### src/design/vme_master_requester_control_regs.vh
// constants of the master requester control block
// assumes a 40 MHz clock and one word-wide control register
`ifndef VME_MASTER_REQUESTER_CONTROL_REGS_VH
`define VME_MASTER_REQUESTER_CONTROL_REGS_VH

// byte address of the control register
`define VMC_OFFSET 12'h234
`define VMC_RESET 32'h0000_0003

// field positions
`define VMC_STOP_ACK 27
`define VMC_STOP_REQ 26
`define VMC_GRANTED 25
`define VMC_HOLD_REQ 24
`define VMC_ATOMIC 20
`define VMC_WIDE_DS 16
`define VMC_BACKOFF_HI 14
`define VMC_BACKOFF_LO 12
`define VMC_TENURE_HI 10
`define VMC_TENURE_LO 8
`define VMC_REL_HI 4
`define VMC_REL_LO 3
`define VMC_FAIR 2
`define VMC_LEVEL_HI 1
`define VMC_LEVEL_LO 0

// reset values of the fields
`define VMC_BACKOFF_RST 3'h0
`define VMC_TENURE_RST 3'h0
`define VMC_REL_RST 2'h0
`define VMC_LEVEL_RST 2'h3

// release policy codes
`define REL_TENURE_OR_DONE 2'h0
`define REL_TENURE_REQ 2'h1
`define REL_TENURE_BCLR 2'h2
`define REL_AND_REQ 2'h3

// timing
`define CLK_PERIOD_NS 25
`define US_NS 1000
// cycles per microsecond at the 25 ns clock
`define CYC_PER_US 8'h28
`define TENURE_MIN_US 10'h004
`define TENURE_MIN_BYTES 13'h0080
`define TENURE_BYTE_CODE_BASE 3'h2

`endif

### src/design/vme_master_requester_control.v
// master requester control: acquire, hold, throttle and release the bus
// assumes an AHB-Lite master with single word transfers and
// arbitration inputs already synchronous to mclk_in
//
// The AHB-Lite interface to the registers is this design's own decision.
`include "vme_master_requester_control_regs.vh"
`timescale 1ns/1ps
`default_nettype none

module vme_master_requester_control #(
	parameter [7:0] US_CYCLES = `CYC_PER_US
) (
	input wire mclk_in,
	input wire reset_n_in,
	input wire local_reset_input_n_in,
	input wire hsel_in,
	input wire [31:0] haddr_in,
	input wire [1:0] htrans_in,
	input wire hwrite_in,
	input wire [2:0] hsize_in,
	input wire [31:0] hwdata_in,
	input wire hready_in,
	output reg [31:0] hrdata_out,
	output reg hreadyout_out,
	output reg hresp_out,
	input wire channel_req_in,
	input wire dma_req_in,
	output reg initiator_grant_out,
	input wire bus_grant_in,
	input wire [3:0] other_req_in,
	input wire bus_clear_in,
	output reg [3:0] bus_req_out,
	output reg bus_busy_out,
	output reg fair_mode_out,
	input wire xfer_2e_in,
	input wire beat_in,
	input wire [3:0] beat_bytes_in,
	input wire a64_addr_phase_in,
	input wire [1:0] data_strobe_sel_in,
	output reg [1:0] data_strobe_out,
	input wire rmw_compare_done_in,
	input wire rmw_match_in,
	output reg atomic_enable_out,
	output reg rmw_swap_write_out
);

	localparam [1:0] ST_IDLE = 2'd0;
	localparam [1:0] ST_REQ = 2'd1;
	localparam [1:0] ST_OWN = 2'd2;
	localparam [1:0] ST_BACKOFF = 2'd3;
	localparam [7:0] US_LAST = US_CYCLES - 8'd1;

	reg stop_request;
	reg hold_request;
	reg stop_ack_flag;
	reg ownership_granted_flag;
	reg atomic_cycle_enable;
	reg wide_addr_strobe_both;
	reg [2:0] backoff_interval;
	reg [2:0] tenure_limit;
	reg [1:0] release_policy;
	reg fair_request_mode;
	reg [1:0] request_level_select;
	reg [1:0] state;
	reg [1:0] next_state;
	reg [7:0] prescale;
	reg [9:0] tenure_us;
	reg [12:0] tenure_bytes;
	reg [6:0] backoff_us;
	reg wr_pend;
	reg release_ok;
	wire local_reset;
	wire us_tick;
	wire init_pend;
	wire done;
	wire other_req;
	wire level_busy;
	wire want;
	wire [9:0] tenure_lim_us;
	wire [12:0] tenure_lim_bytes;
	wire [6:0] backoff_lim;
	wire tenure_exp;
	wire addr_hit;
	wire [31:0] reg_value;

	assign local_reset = ~local_reset_input_n_in;
	assign us_tick = (prescale == US_LAST);
	// a stop request keeps internal initiators off the bus
	assign init_pend = (channel_req_in | dma_req_in) & ~stop_request;
	assign done = ~(channel_req_in | dma_req_in);
	assign other_req = |other_req_in;
	assign level_busy = other_req_in[request_level_select];
	assign want = stop_request | hold_request | init_pend;

	assign tenure_lim_us = `TENURE_MIN_US << tenure_limit;
	assign tenure_lim_bytes = (tenure_limit <= `TENURE_BYTE_CODE_BASE) ?
		`TENURE_MIN_BYTES :
		(`TENURE_MIN_BYTES << (tenure_limit - `TENURE_BYTE_CODE_BASE));
	assign backoff_lim = (backoff_interval == 3'h0) ? 7'h00 :
		(7'h01 << (backoff_interval - 3'h1));
	assign tenure_exp = xfer_2e_in ? (tenure_bytes >= tenure_lim_bytes) :
		(tenure_us >= tenure_lim_us);

	assign addr_hit = (haddr_in[11:0] == `VMC_OFFSET);
	assign reg_value = {4'h0, stop_ack_flag, stop_request,
		ownership_granted_flag, hold_request, 3'h0, atomic_cycle_enable,
		3'h0, wide_addr_strobe_both, 1'b0, backoff_interval, 1'b0,
		tenure_limit, 3'h0, release_policy, fair_request_mode,
		request_level_select};

	// release condition per policy
	always @* begin
		case (release_policy)
		`REL_TENURE_OR_DONE: release_ok = tenure_exp | done;
		`REL_TENURE_REQ: release_ok = (tenure_exp & other_req) | done;
		`REL_TENURE_BCLR: release_ok = (tenure_exp & bus_clear_in) | done;
		`REL_AND_REQ: release_ok = (tenure_exp | done) & other_req;
		default: release_ok = 1'b0;
		endcase
	end

	always @* begin
		next_state = state;
		if (local_reset) begin
			next_state = ST_IDLE;
		end else begin
			case (state)
			ST_IDLE: begin
				// fair mode waits until the level is idle
				if (want && !(fair_request_mode && level_busy)) begin
					next_state = ST_REQ;
				end
			end
			ST_REQ: begin
				if (bus_grant_in) begin
					next_state = ST_OWN;
				end else if (!want) begin
					next_state = ST_IDLE;
				end
			end
			ST_OWN: begin
				// stop or hold keeps the bus regardless of throttling
				if (!stop_request && !hold_request && release_ok) begin
					next_state = tenure_exp ? ST_BACKOFF : ST_IDLE;
				end
			end
			ST_BACKOFF: begin
				if (backoff_us >= backoff_lim) begin
					next_state = ST_IDLE;
				end
			end
			default: next_state = ST_IDLE;
			endcase
		end
	end

	always @(posedge mclk_in or negedge reset_n_in) begin
		if (!reset_n_in) begin
			state <= ST_IDLE;
			prescale <= 8'h00;
			tenure_us <= 10'h000;
			tenure_bytes <= 13'h0000;
			backoff_us <= 7'h00;
			stop_ack_flag <= 1'b0;
			ownership_granted_flag <= 1'b0;
		end else begin
			state <= next_state;
			if (next_state != state || us_tick) begin
				prescale <= 8'h00;
			end else begin
				prescale <= prescale + 8'h01;
			end
			if (state != ST_OWN) begin
				tenure_us <= 10'h000;
				tenure_bytes <= 13'h0000;
			end else if (!tenure_exp) begin
				if (us_tick) begin
					tenure_us <= tenure_us + 10'h001;
				end
				if (beat_in) begin
					tenure_bytes <= tenure_bytes + {9'h000, beat_bytes_in};
				end
			end
			if (state != ST_BACKOFF) begin
				backoff_us <= 7'h00;
			end else if (us_tick) begin
				backoff_us <= backoff_us + 7'h01;
			end
			// flags name the cause of this tenure only
			if (state == ST_REQ && next_state == ST_OWN) begin
				stop_ack_flag <= stop_request;
				ownership_granted_flag <= hold_request;
			end else if (next_state != ST_OWN) begin
				stop_ack_flag <= 1'b0;
				ownership_granted_flag <= 1'b0;
			end else begin
				stop_ack_flag <= stop_ack_flag & stop_request;
				ownership_granted_flag <= ownership_granted_flag & hold_request;
			end
		end
	end

	// register writes; local reset restores every field
	always @(posedge mclk_in or negedge reset_n_in) begin
		if (!reset_n_in) begin
			stop_request <= 1'b0;
			hold_request <= 1'b0;
			atomic_cycle_enable <= 1'b0;
			wide_addr_strobe_both <= 1'b0;
			backoff_interval <= `VMC_BACKOFF_RST;
			tenure_limit <= `VMC_TENURE_RST;
			release_policy <= `VMC_REL_RST;
			fair_request_mode <= 1'b0;
			request_level_select <= `VMC_LEVEL_RST;
		end else if (local_reset) begin
			stop_request <= 1'b0;
			hold_request <= 1'b0;
			atomic_cycle_enable <= 1'b0;
			wide_addr_strobe_both <= 1'b0;
			backoff_interval <= `VMC_BACKOFF_RST;
			tenure_limit <= `VMC_TENURE_RST;
			release_policy <= `VMC_REL_RST;
			fair_request_mode <= 1'b0;
			request_level_select <= `VMC_LEVEL_RST;
		end else if (wr_pend) begin
			stop_request <= hwdata_in[`VMC_STOP_REQ];
			hold_request <= hwdata_in[`VMC_HOLD_REQ];
			atomic_cycle_enable <= hwdata_in[`VMC_ATOMIC];
			wide_addr_strobe_both <= hwdata_in[`VMC_WIDE_DS];
			backoff_interval <= hwdata_in[`VMC_BACKOFF_HI:`VMC_BACKOFF_LO];
			tenure_limit <= hwdata_in[`VMC_TENURE_HI:`VMC_TENURE_LO];
			release_policy <= hwdata_in[`VMC_REL_HI:`VMC_REL_LO];
			fair_request_mode <= hwdata_in[`VMC_FAIR];
			request_level_select <= hwdata_in[`VMC_LEVEL_HI:`VMC_LEVEL_LO];
		end
	end

	// zero-wait slave; unmapped reads give zero, writes dropped
	always @(posedge mclk_in or negedge reset_n_in) begin
		if (!reset_n_in) begin
			wr_pend <= 1'b0;
			hrdata_out <= 32'h0000_0000;
			hreadyout_out <= 1'b1;
			hresp_out <= 1'b0;
		end else begin
			hreadyout_out <= 1'b1;
			hresp_out <= 1'b0;
			wr_pend <= 1'b0;
			if (hready_in && hsel_in && htrans_in[1]) begin
				wr_pend <= hwrite_in & addr_hit;
				if (!hwrite_in) begin
					hrdata_out <= addr_hit ? reg_value : 32'h0000_0000;
				end
			end
		end
	end

	// arbitration and datapath controls
	always @(posedge mclk_in or negedge reset_n_in) begin
		if (!reset_n_in) begin
			initiator_grant_out <= 1'b0;
			bus_busy_out <= 1'b0;
			fair_mode_out <= 1'b0;
			data_strobe_out <= 2'b00;
			atomic_enable_out <= 1'b0;
			rmw_swap_write_out <= 1'b0;
		end else begin
			initiator_grant_out <= (next_state == ST_OWN) & ~stop_request &
				~local_reset;
			bus_busy_out <= (next_state == ST_OWN);
			fair_mode_out <= fair_request_mode;
			data_strobe_out <= (a64_addr_phase_in && wide_addr_strobe_both) ?
				2'b11 : data_strobe_sel_in;
			atomic_enable_out <= atomic_cycle_enable;
			rmw_swap_write_out <= atomic_cycle_enable & rmw_compare_done_in &
				rmw_match_in;
		end
	end

	// one request line per level
	genvar g;
	generate
		for (g = 0; g < 4; g = g + 1) begin : req_line
			always @(posedge mclk_in or negedge reset_n_in) begin
				if (!reset_n_in) begin
					bus_req_out[g] <= 1'b0;
				end else begin
					bus_req_out[g] <= (next_state == ST_REQ) &&
						(request_level_select == g);
				end
			end
		end
	endgenerate

endmodule // vme_master_requester_control

`default_nettype wire

### config.mk
export PLATFORM = sky130hd
export DESIGN_NAME = vme_master_requester_control
export DESIGN_NICKNAME = d
export VERILOG_FILES = /design/src/design/vme_master_requester_control.v
export VERILOG_INCLUDE_DIRS = /design/src /design/src/design
export SDC_FILE = /design/constraint.sdc
export NUM_CORES = 1
export LEC_CHECK = 0
export BUFFER_PORTS_ARGS = -buffer_cell sky130_fd_sc_hd__buf_2
export CAP_MARGIN = 20
export CORE_ASPECT_RATIO = 2
export CORE_MARGIN = 2
export CORE_UTILIZATION = 45
export CTS_CLUSTER_DIAMETER = 100
export DETAILED_ROUTE_END_ITERATION = 8
export PLACE_DENSITY_LB_ADDON = 0.25
export SLEW_MARGIN = 25
export SYNTH_ARGS = -nofsm -noshare
export SYNTH_HDL_FRONTEND = slang
export SYNTH_SLANG_ARGS = --single-unit
### constraint.sdc
create_clock -name mclk_in -period 7.6 [get_ports mclk_in]
set_input_delay 1.52 -clock mclk_in [delete_from_list [all_inputs] [get_ports mclk_in]]
set_output_delay 1.52 -clock mclk_in [all_outputs]
set_load 0.01 [all_outputs]
[After elaboration in Yosys (flattened, before gate mapping)]
Index checks and enable logic that the tools add are counted.
W data, S select, Z words.
Word-level totals
  memories kept: 0
  input port bits: 94
  latch bits: 0
  ROM bits: 0
  RAM bits: 0
  flip-flop bits (word level): 101
  output and inout bits: 45
Operators by class
  $lt $le $gt $ge: 5
  multiplexer cells: 48
  $add $sub $neg: 6
  equality and inequality tests: 19
  div/mod/pow operators: 0
  bitwise logic cells: 20
  shift operators: 3
  reductions and logical operators: 27
  multipliers: 0
Operators by type and width (count)
  $mux W13: 4
  $mux W10: 3
  $mux W28: 1
  $mux W2: 12
  $mux W7: 3
  $mux W1: 17
  $eq A2 B2 Y1 const B: 7
  $add A13 B4 Y13: 1
  $ge A13 B13 Y1: 1
  $shl A8 B3 Y13 const A: 1
  $eq A12 B10 Y1 const B: 1
  $logic_and A1 B1 Y1: 12
  $mux W3: 4
  $and A1 B1 Y1: 11
  $add A10 B1 Y10 const B: 1
  $ge A10 B10 Y1: 1
  $shl A3 B3 Y10 const A: 1
  $add A8 B1 Y8 const B: 1
  $eq A2 B1 Y1 const B: 4
  $eq A8 B6 Y1 const B: 1
  $mux W8: 1
  $pmux W2 S4: 1
  $add A7 B1 Y7 const B: 1
  $ge A7 B7 Y1: 1
  19 further kinds: 37

[Longest topological paths before layout]
  depth after elaboration: 15
  mapped depth: 14

[Least setup slack after synthesis]
No wires, ideal clock.
  kind: in2reg
  start: in other_req_in[0]
  end: reg prescale[0]
  path slack: 4518 ps
  data required time: 7505 ps
  arrival time: 2987 ps
  stages: 7
  path buffers: 0
  path through: or4_1 > a21oi_1 > nand2b_1 > o211a_1 > nor3b_1 > o21ai_1 > nor4b_2
On the way
  word-level cells in the longest chain between the ends: 11
  elaborated cells on any way between the ends: 18
  classes of those cells: eq/ne (1); mux (8); bitwise (3); reduce/logical (6)
RTL lines
  start: declaration: RTL line vme_master_requester_control.v:30  | input wire [3:0] other_req_in,
  $reduce_or A4 Y1 or $bmux W1 S2 (tied branches): RTL line vme_master_requester_control.v:91, vme_master_requester_control.v:92
  $and A1 B1 Y1 or $mux W1 (tied branches): RTL line vme_master_requester_control.v:115, vme_master_requester_control.v:92
  $or A1 B1 Y1 or $logic_and A1 B1 Y1 (tied branches): RTL line vme_master_requester_control.v:115, vme_master_requester_control.v:130
  $pmux W1 S4 or $logic_not A1 Y1 (tied branches): RTL line vme_master_requester_control.v:113, vme_master_requester_control.v:130
  $logic_and A1 B1 Y1 (on tied branches): RTL line vme_master_requester_control.v:143, vme_master_requester_control.v:130
  $mux W2 (on tied branches): RTL line vme_master_requester_control.v:143, vme_master_requester_control.v:130
  $pmux W2 S4 (*): RTL line vme_master_requester_control.v:127  | case (state)
  $mux W2 (*): RTL line vme_master_requester_control.v:124  | if (local_reset) begin
  $ne A2 B2 Y1 (*): RTL line vme_master_requester_control.v:168  | if (next_state != state || us_tick) begin
  $logic_or A1 B1 Y1 (*): RTL line vme_master_requester_control.v:168
  $mux W8 (*): RTL line vme_master_requester_control.v:168
  end signal: assignment: RTL line vme_master_requester_control.v:171  | prescale <= prescale + 8'h01;
  end: declaration: RTL line vme_master_requester_control.v:66  | reg [7:0] prescale;
Mark *: on every way between the ends. The rest lies on a longest branch, timed or not. The select of a mux whose other input is x is not followed.
A chain may end at the register's enable or synchronous reset.

[Worst setup path in the final report]
  start: reg tenure_limit[2]
  end: reg tenure_bytes[9]
On the way
  word-level cells in the longest chain between the ends: 7
  elaborated cells on any way between the ends: 10
  classes of those cells: add/sub (1); order compare (3); eq/ne (1); shift (2); mux (2); reduce/logical (1)
RTL lines
  start: declaration: RTL line vme_master_requester_control.v:60  | reg [2:0] tenure_limit;
  start signal: assignment: RTL line vme_master_requester_control.v:211  | tenure_limit <= `VMC_TENURE_RST;
  start signal: assignment: RTL line vme_master_requester_control.v:221  | tenure_limit <= `VMC_TENURE_RST;
  start signal: assignment: RTL line vme_master_requester_control.v:231  | tenure_limit <= hwdata_in[`VMC_TENURE_HI:`VMC_TENURE_LO];
  $sub A3 B2 Y3 (no line)
  $shl A8 B3 Y13 (no line)
  $mux W13: RTL line vme_master_requester_control.v:96  | assign tenure_lim_bytes = (tenure_limit <= `TENURE_BYTE_CODE_BASE) ?
  $ge A13 B13 Y1: RTL line vme_master_requester_control.v:101  | assign tenure_exp = xfer_2e_in ? (tenure_bytes >= tenure_lim_bytes) :
  $mux W1 (*): RTL line vme_master_requester_control.v:101
  $ne A2 B1 Y1 (no line) (*)
  $reduce_and A2 Y1 (no line) (*)
  end signal: assignment: RTL line vme_master_requester_control.v:181  | tenure_bytes <= tenure_bytes + {9'h000, beat_bytes_in};
  end: declaration: RTL line vme_master_requester_control.v:68  | reg [12:0] tenure_bytes;
Mark *: on every way between the ends. The rest lies on a longest branch, timed or not.

==> impl_metrics.env <==
export IMPL_final_layout_size_suffix_gt1_share_pct=19.68
export IMPL_fin_crit_ns=3.543
export IMPL_hold_violations=0
export IMPL_cts_hold_buf=0
export IMPL_ys_warn_count=0
export IMPL_grt_pass1_vias=3797
export IMPL_totalWireLength_mm=10.42
export IMPL_synth_area_top_cells="dfrtp_1, ha_1, nand2_1, xnor2_1, nor2_1"
export IMPL_postCtsSetupBuffers=0
export IMPL_syn_cell_area_mm2=0.004821
export IMPL_synth_most_common_cell="dfrtp_1"
export IMPL_multi_input_area_mm2=0.002455
export IMPL_vias_per_cell=5.224
export IMPL_fillers=1004
export IMPL_fin_skew_ns=0.009066
export IMPL_gp_congestion=0.8287
export IMPL_ys_seq_area_share_pct=44.69
export IMPL_clk_transition_reported_paths_ns=0.07
export IMPL_cp_start_kind="flip-flop"
export IMPL_tns_ns=0
export IMPL_finalPower_mw=0.9974
export IMPL_ant_nets=0
export IMPL_fp_dieW_um=77.19
export IMPL_cts_buffers=9
export IMPL_h_tree_depth=3
export IMPL_wl_per_cell_um=14.76
export IMPL_syn2layout_area_growth_pct=15.05
export IMPL_synthArstFlopShare_pct=100.0
export IMPL_ys_ff_latch=86
export IMPL_initialDrtViolationCount=165
export IMPL_status="finished clean"
export IMPL_core_mm2=0.01048
export IMPL_synth_ff_type="dfrtp_1"
export IMPL_synth_top_area_share_pct=43.60
export IMPL_cts_tree="built"
export IMPL_fp_dieH_um=150.4
export IMPL_top_level_ports=139
export IMPL_setup_violations=0
export IMPL_hold_ws_ns=0.4291
export IMPL_dp_hpwl_mm=7.823
export IMPL_grt_pass1_wl_mm=17.48
export IMPL_nNetsFinal=693
export IMPL_synth_edff_count=0
export IMPL_track_usage_pct=18.86
export IMPL_synth_common_cells="dfrtp_1, nand2_1, nor2_1, ha_1"
export IMPL_crit_arrival_ns=3.73
export IMPL_rsz0062_at_grt="no"
export IMPL_leakage_nw=2.511
export IMPL_slew_headroom_pct=35.46
export IMPL_cts_sink_count=86
export IMPL_yosysTopAreaCell="dfrtp_1"
export IMPL_period_share_pct=46.61
export IMPL_grt_max_degree=87
export IMPL_root_buffer="clkbuf_16"
export IMPL_worstHoldPathType="reg2reg"
export IMPL_syn_instance_count=494
export IMPL_max_freq_ghz=0.2823
export IMPL_numPortBuffers=80
export IMPL_seqCellArea_mm2=0.002155
export IMPL_synth_distinct_cells=53
export IMPL_antenna_found_initial=0
export IMPL_vdd_drop_max_v=0.0001107
export IMPL_grt_ovfl_total=0
export IMPL_dp_cells=690
export IMPL_fin_cells=706
export IMPL_clkLatencyLatePin_ns=0.34
export IMPL_worst_ep_required_time_ns=7.79
export IMPL_cts_resized=0
export IMPL_cp_max_fo=16
export IMPL_initial_utilization_pct=46.01
export IMPL_tightestPinTransition_ns=0.9681
export IMPL_dieArea_mm2=0.01161
export IMPL_post_route_util_pct=52.94
export IMPL_diodes=0
export IMPL_cp_end_kind="flip-flop"
export IMPL_finalMaxSlewViolations=0
export IMPL_drc=0
export IMPL_fp_row_count=53
export IMPL_first_pass_iters=4
export IMPL_num_vias=3688
export IMPL_max_cap_viol_count=0
export IMPL_syn_area_per_cell_um2=9.759
export IMPL_clockBufferDepth=2
export IMPL_worstSetupPathType="reg2reg"
export IMPL_p_per_area_mw_per_mm2=179.8
-- flip-flops by register name, indices dropped and copies added, names as in the netlist, 2 cells and up --
register and flops:
hrdata_out 17, tenure_bytes 13, tenure_us 10, prescale 8
backoff_us 7, bus_req_out 4, backoff_interval 3, tenure_limit 3
data_strobe_out 2, release_policy 2, request_level_select 2, state 2
-- final timing paths --
kind                                            startpoint                      endpoint  slack, ns  cells after the start
max in group asynchronous                       reset_n_in            state[1]$_DFF_PN0_       5.81                      1
max                            tenure_limit[2]$_DFFE_PN0P_   tenure_bytes[9]$_DFFE_PN0P_       4.06                     12
min in group asynchronous                       reset_n_in  rmw_swap_write_out$_DFF_PN0_       1.23                      1
max reg2reg                    tenure_limit[2]$_DFFE_PN0P_   tenure_bytes[9]$_DFFE_PN0P_       4.06                     12
min reg2reg                atomic_cycle_enable$_DFFE_PN0P_   atomic_enable_out$_DFF_PN0_       0.43                      0
min                        atomic_cycle_enable$_DFFE_PN0P_   atomic_enable_out$_DFF_PN0_       0.43                      0
-- metal layers --
layer	share of wire, %	global-route usage, %	up-vias
met5	0	0	-
met4	2.4	8.929	0
met3	3.7	3.058	16
met2	55	35.74	80
met1	39	19.97	1792
li1	-	-	1800
-- power breakdown --
| part | internal [mW] | total, mW | switching (mW) | leakage (nW) |
|---|---|---|---|---|
| Sequential | 0.467 | 0.475 | 0.00798 | 1.18 |
| Clock | 0.257 | 0.446 | 0.188 | 0.136 |
| Combinational | 0.0301 | 0.0768 | 0.0467 | 1.19 |
| Total | 0.754 | 0.997 | 0.243 | 2.51 |
-- cells in the final DEF (no fill, tap or decap), types with 3 or more instances in the layout --
| cell | Yosys | layout |
|---|---|---|
| nand4_1 | 3 | 3 |
| mux2i_1 | 19 | 19 |
| o31ai_1 | 6 | 6 |
| nor2_1 | 51 | 51 |
| conb_1 | 2 | 17 |
| a21oi_1 | 14 | 14 |
| a21o_1 | 5 | 5 |
| o21ai_0 | 23 | 23 |
| nand2_1 | 57 | 57 |
| nand3b_1 | 3 | 3 |
| nor2b_1 | 19 | 19 |
| o21ai_2 | 3 | 3 |
| xnor2_1 | 23 | 23 |
| ha_1 | 34 | 34 |
| inv_1 | 16 | 16 |
| nand2b_1 | 8 | 8 |
| xor2_1 | 7 | 7 |
| nor4_1 | 8 | 8 |
| nand3_1 | 20 | 20 |
| buf_2 | 1 | 79 |
| nor3_1 | 14 | 14 |
| dfrtp_1 | 84 | 84 |
| clkinvlp_4 | 0 | 3 |
| clkbuf_16 | 0 | 9 |
-- metrics by stage --
step	cell area, um^2	setup WS, ns
6_report	5547	4.057
4_1_cts	5547	4.033
5_1_grt	5547	3.756
3_5_place_dp	5248	4.044
2_1_floorplan	4877	4.518
3_3_place_gp	5244	4.136
-- critical path, stage by stage, from the launching register on --
cell and delay (ns):
dfrtp_1 0.48, inv_1 0.16, ha_1 0.33, nor2b_1 0.22
nand2_1 0.10, ha_1 0.30, a21oi_1 0.15, a21oi_1 0.12
a2111oi_4 0.52, o21ai_2 0.32, nor4_1 0.46, xnor2_1 0.17
nor2_1 0.05
-- logic make-up after synthesis --
kind of cell             count (synthesis)  share of synthesized area, %
AO/OA/AOI/OAI                           66                         9.629
XOR/XNOR                                30                         5.450
adder cells (fa/ha/maj)                 35                         9.240
buffers and inverters                   52                         5.554
flip-flops                              86                         44.69
multiplexers                            20                         4.412
other                                    2                        0.1558
AND/OR/NAND/NOR                        203                         20.87
-- cell type report --
type                       count  share of cell area (%)
tap                          137                   3.090
multi-input combinational    371                   44.26
inverter                      16                   1.083
clock buffer                  10                   4.128
clock inverter                 6                   1.263
timing repair buffer          80                   7.331
sequential                    86                   38.85
(Power assumes the default switching activity.)
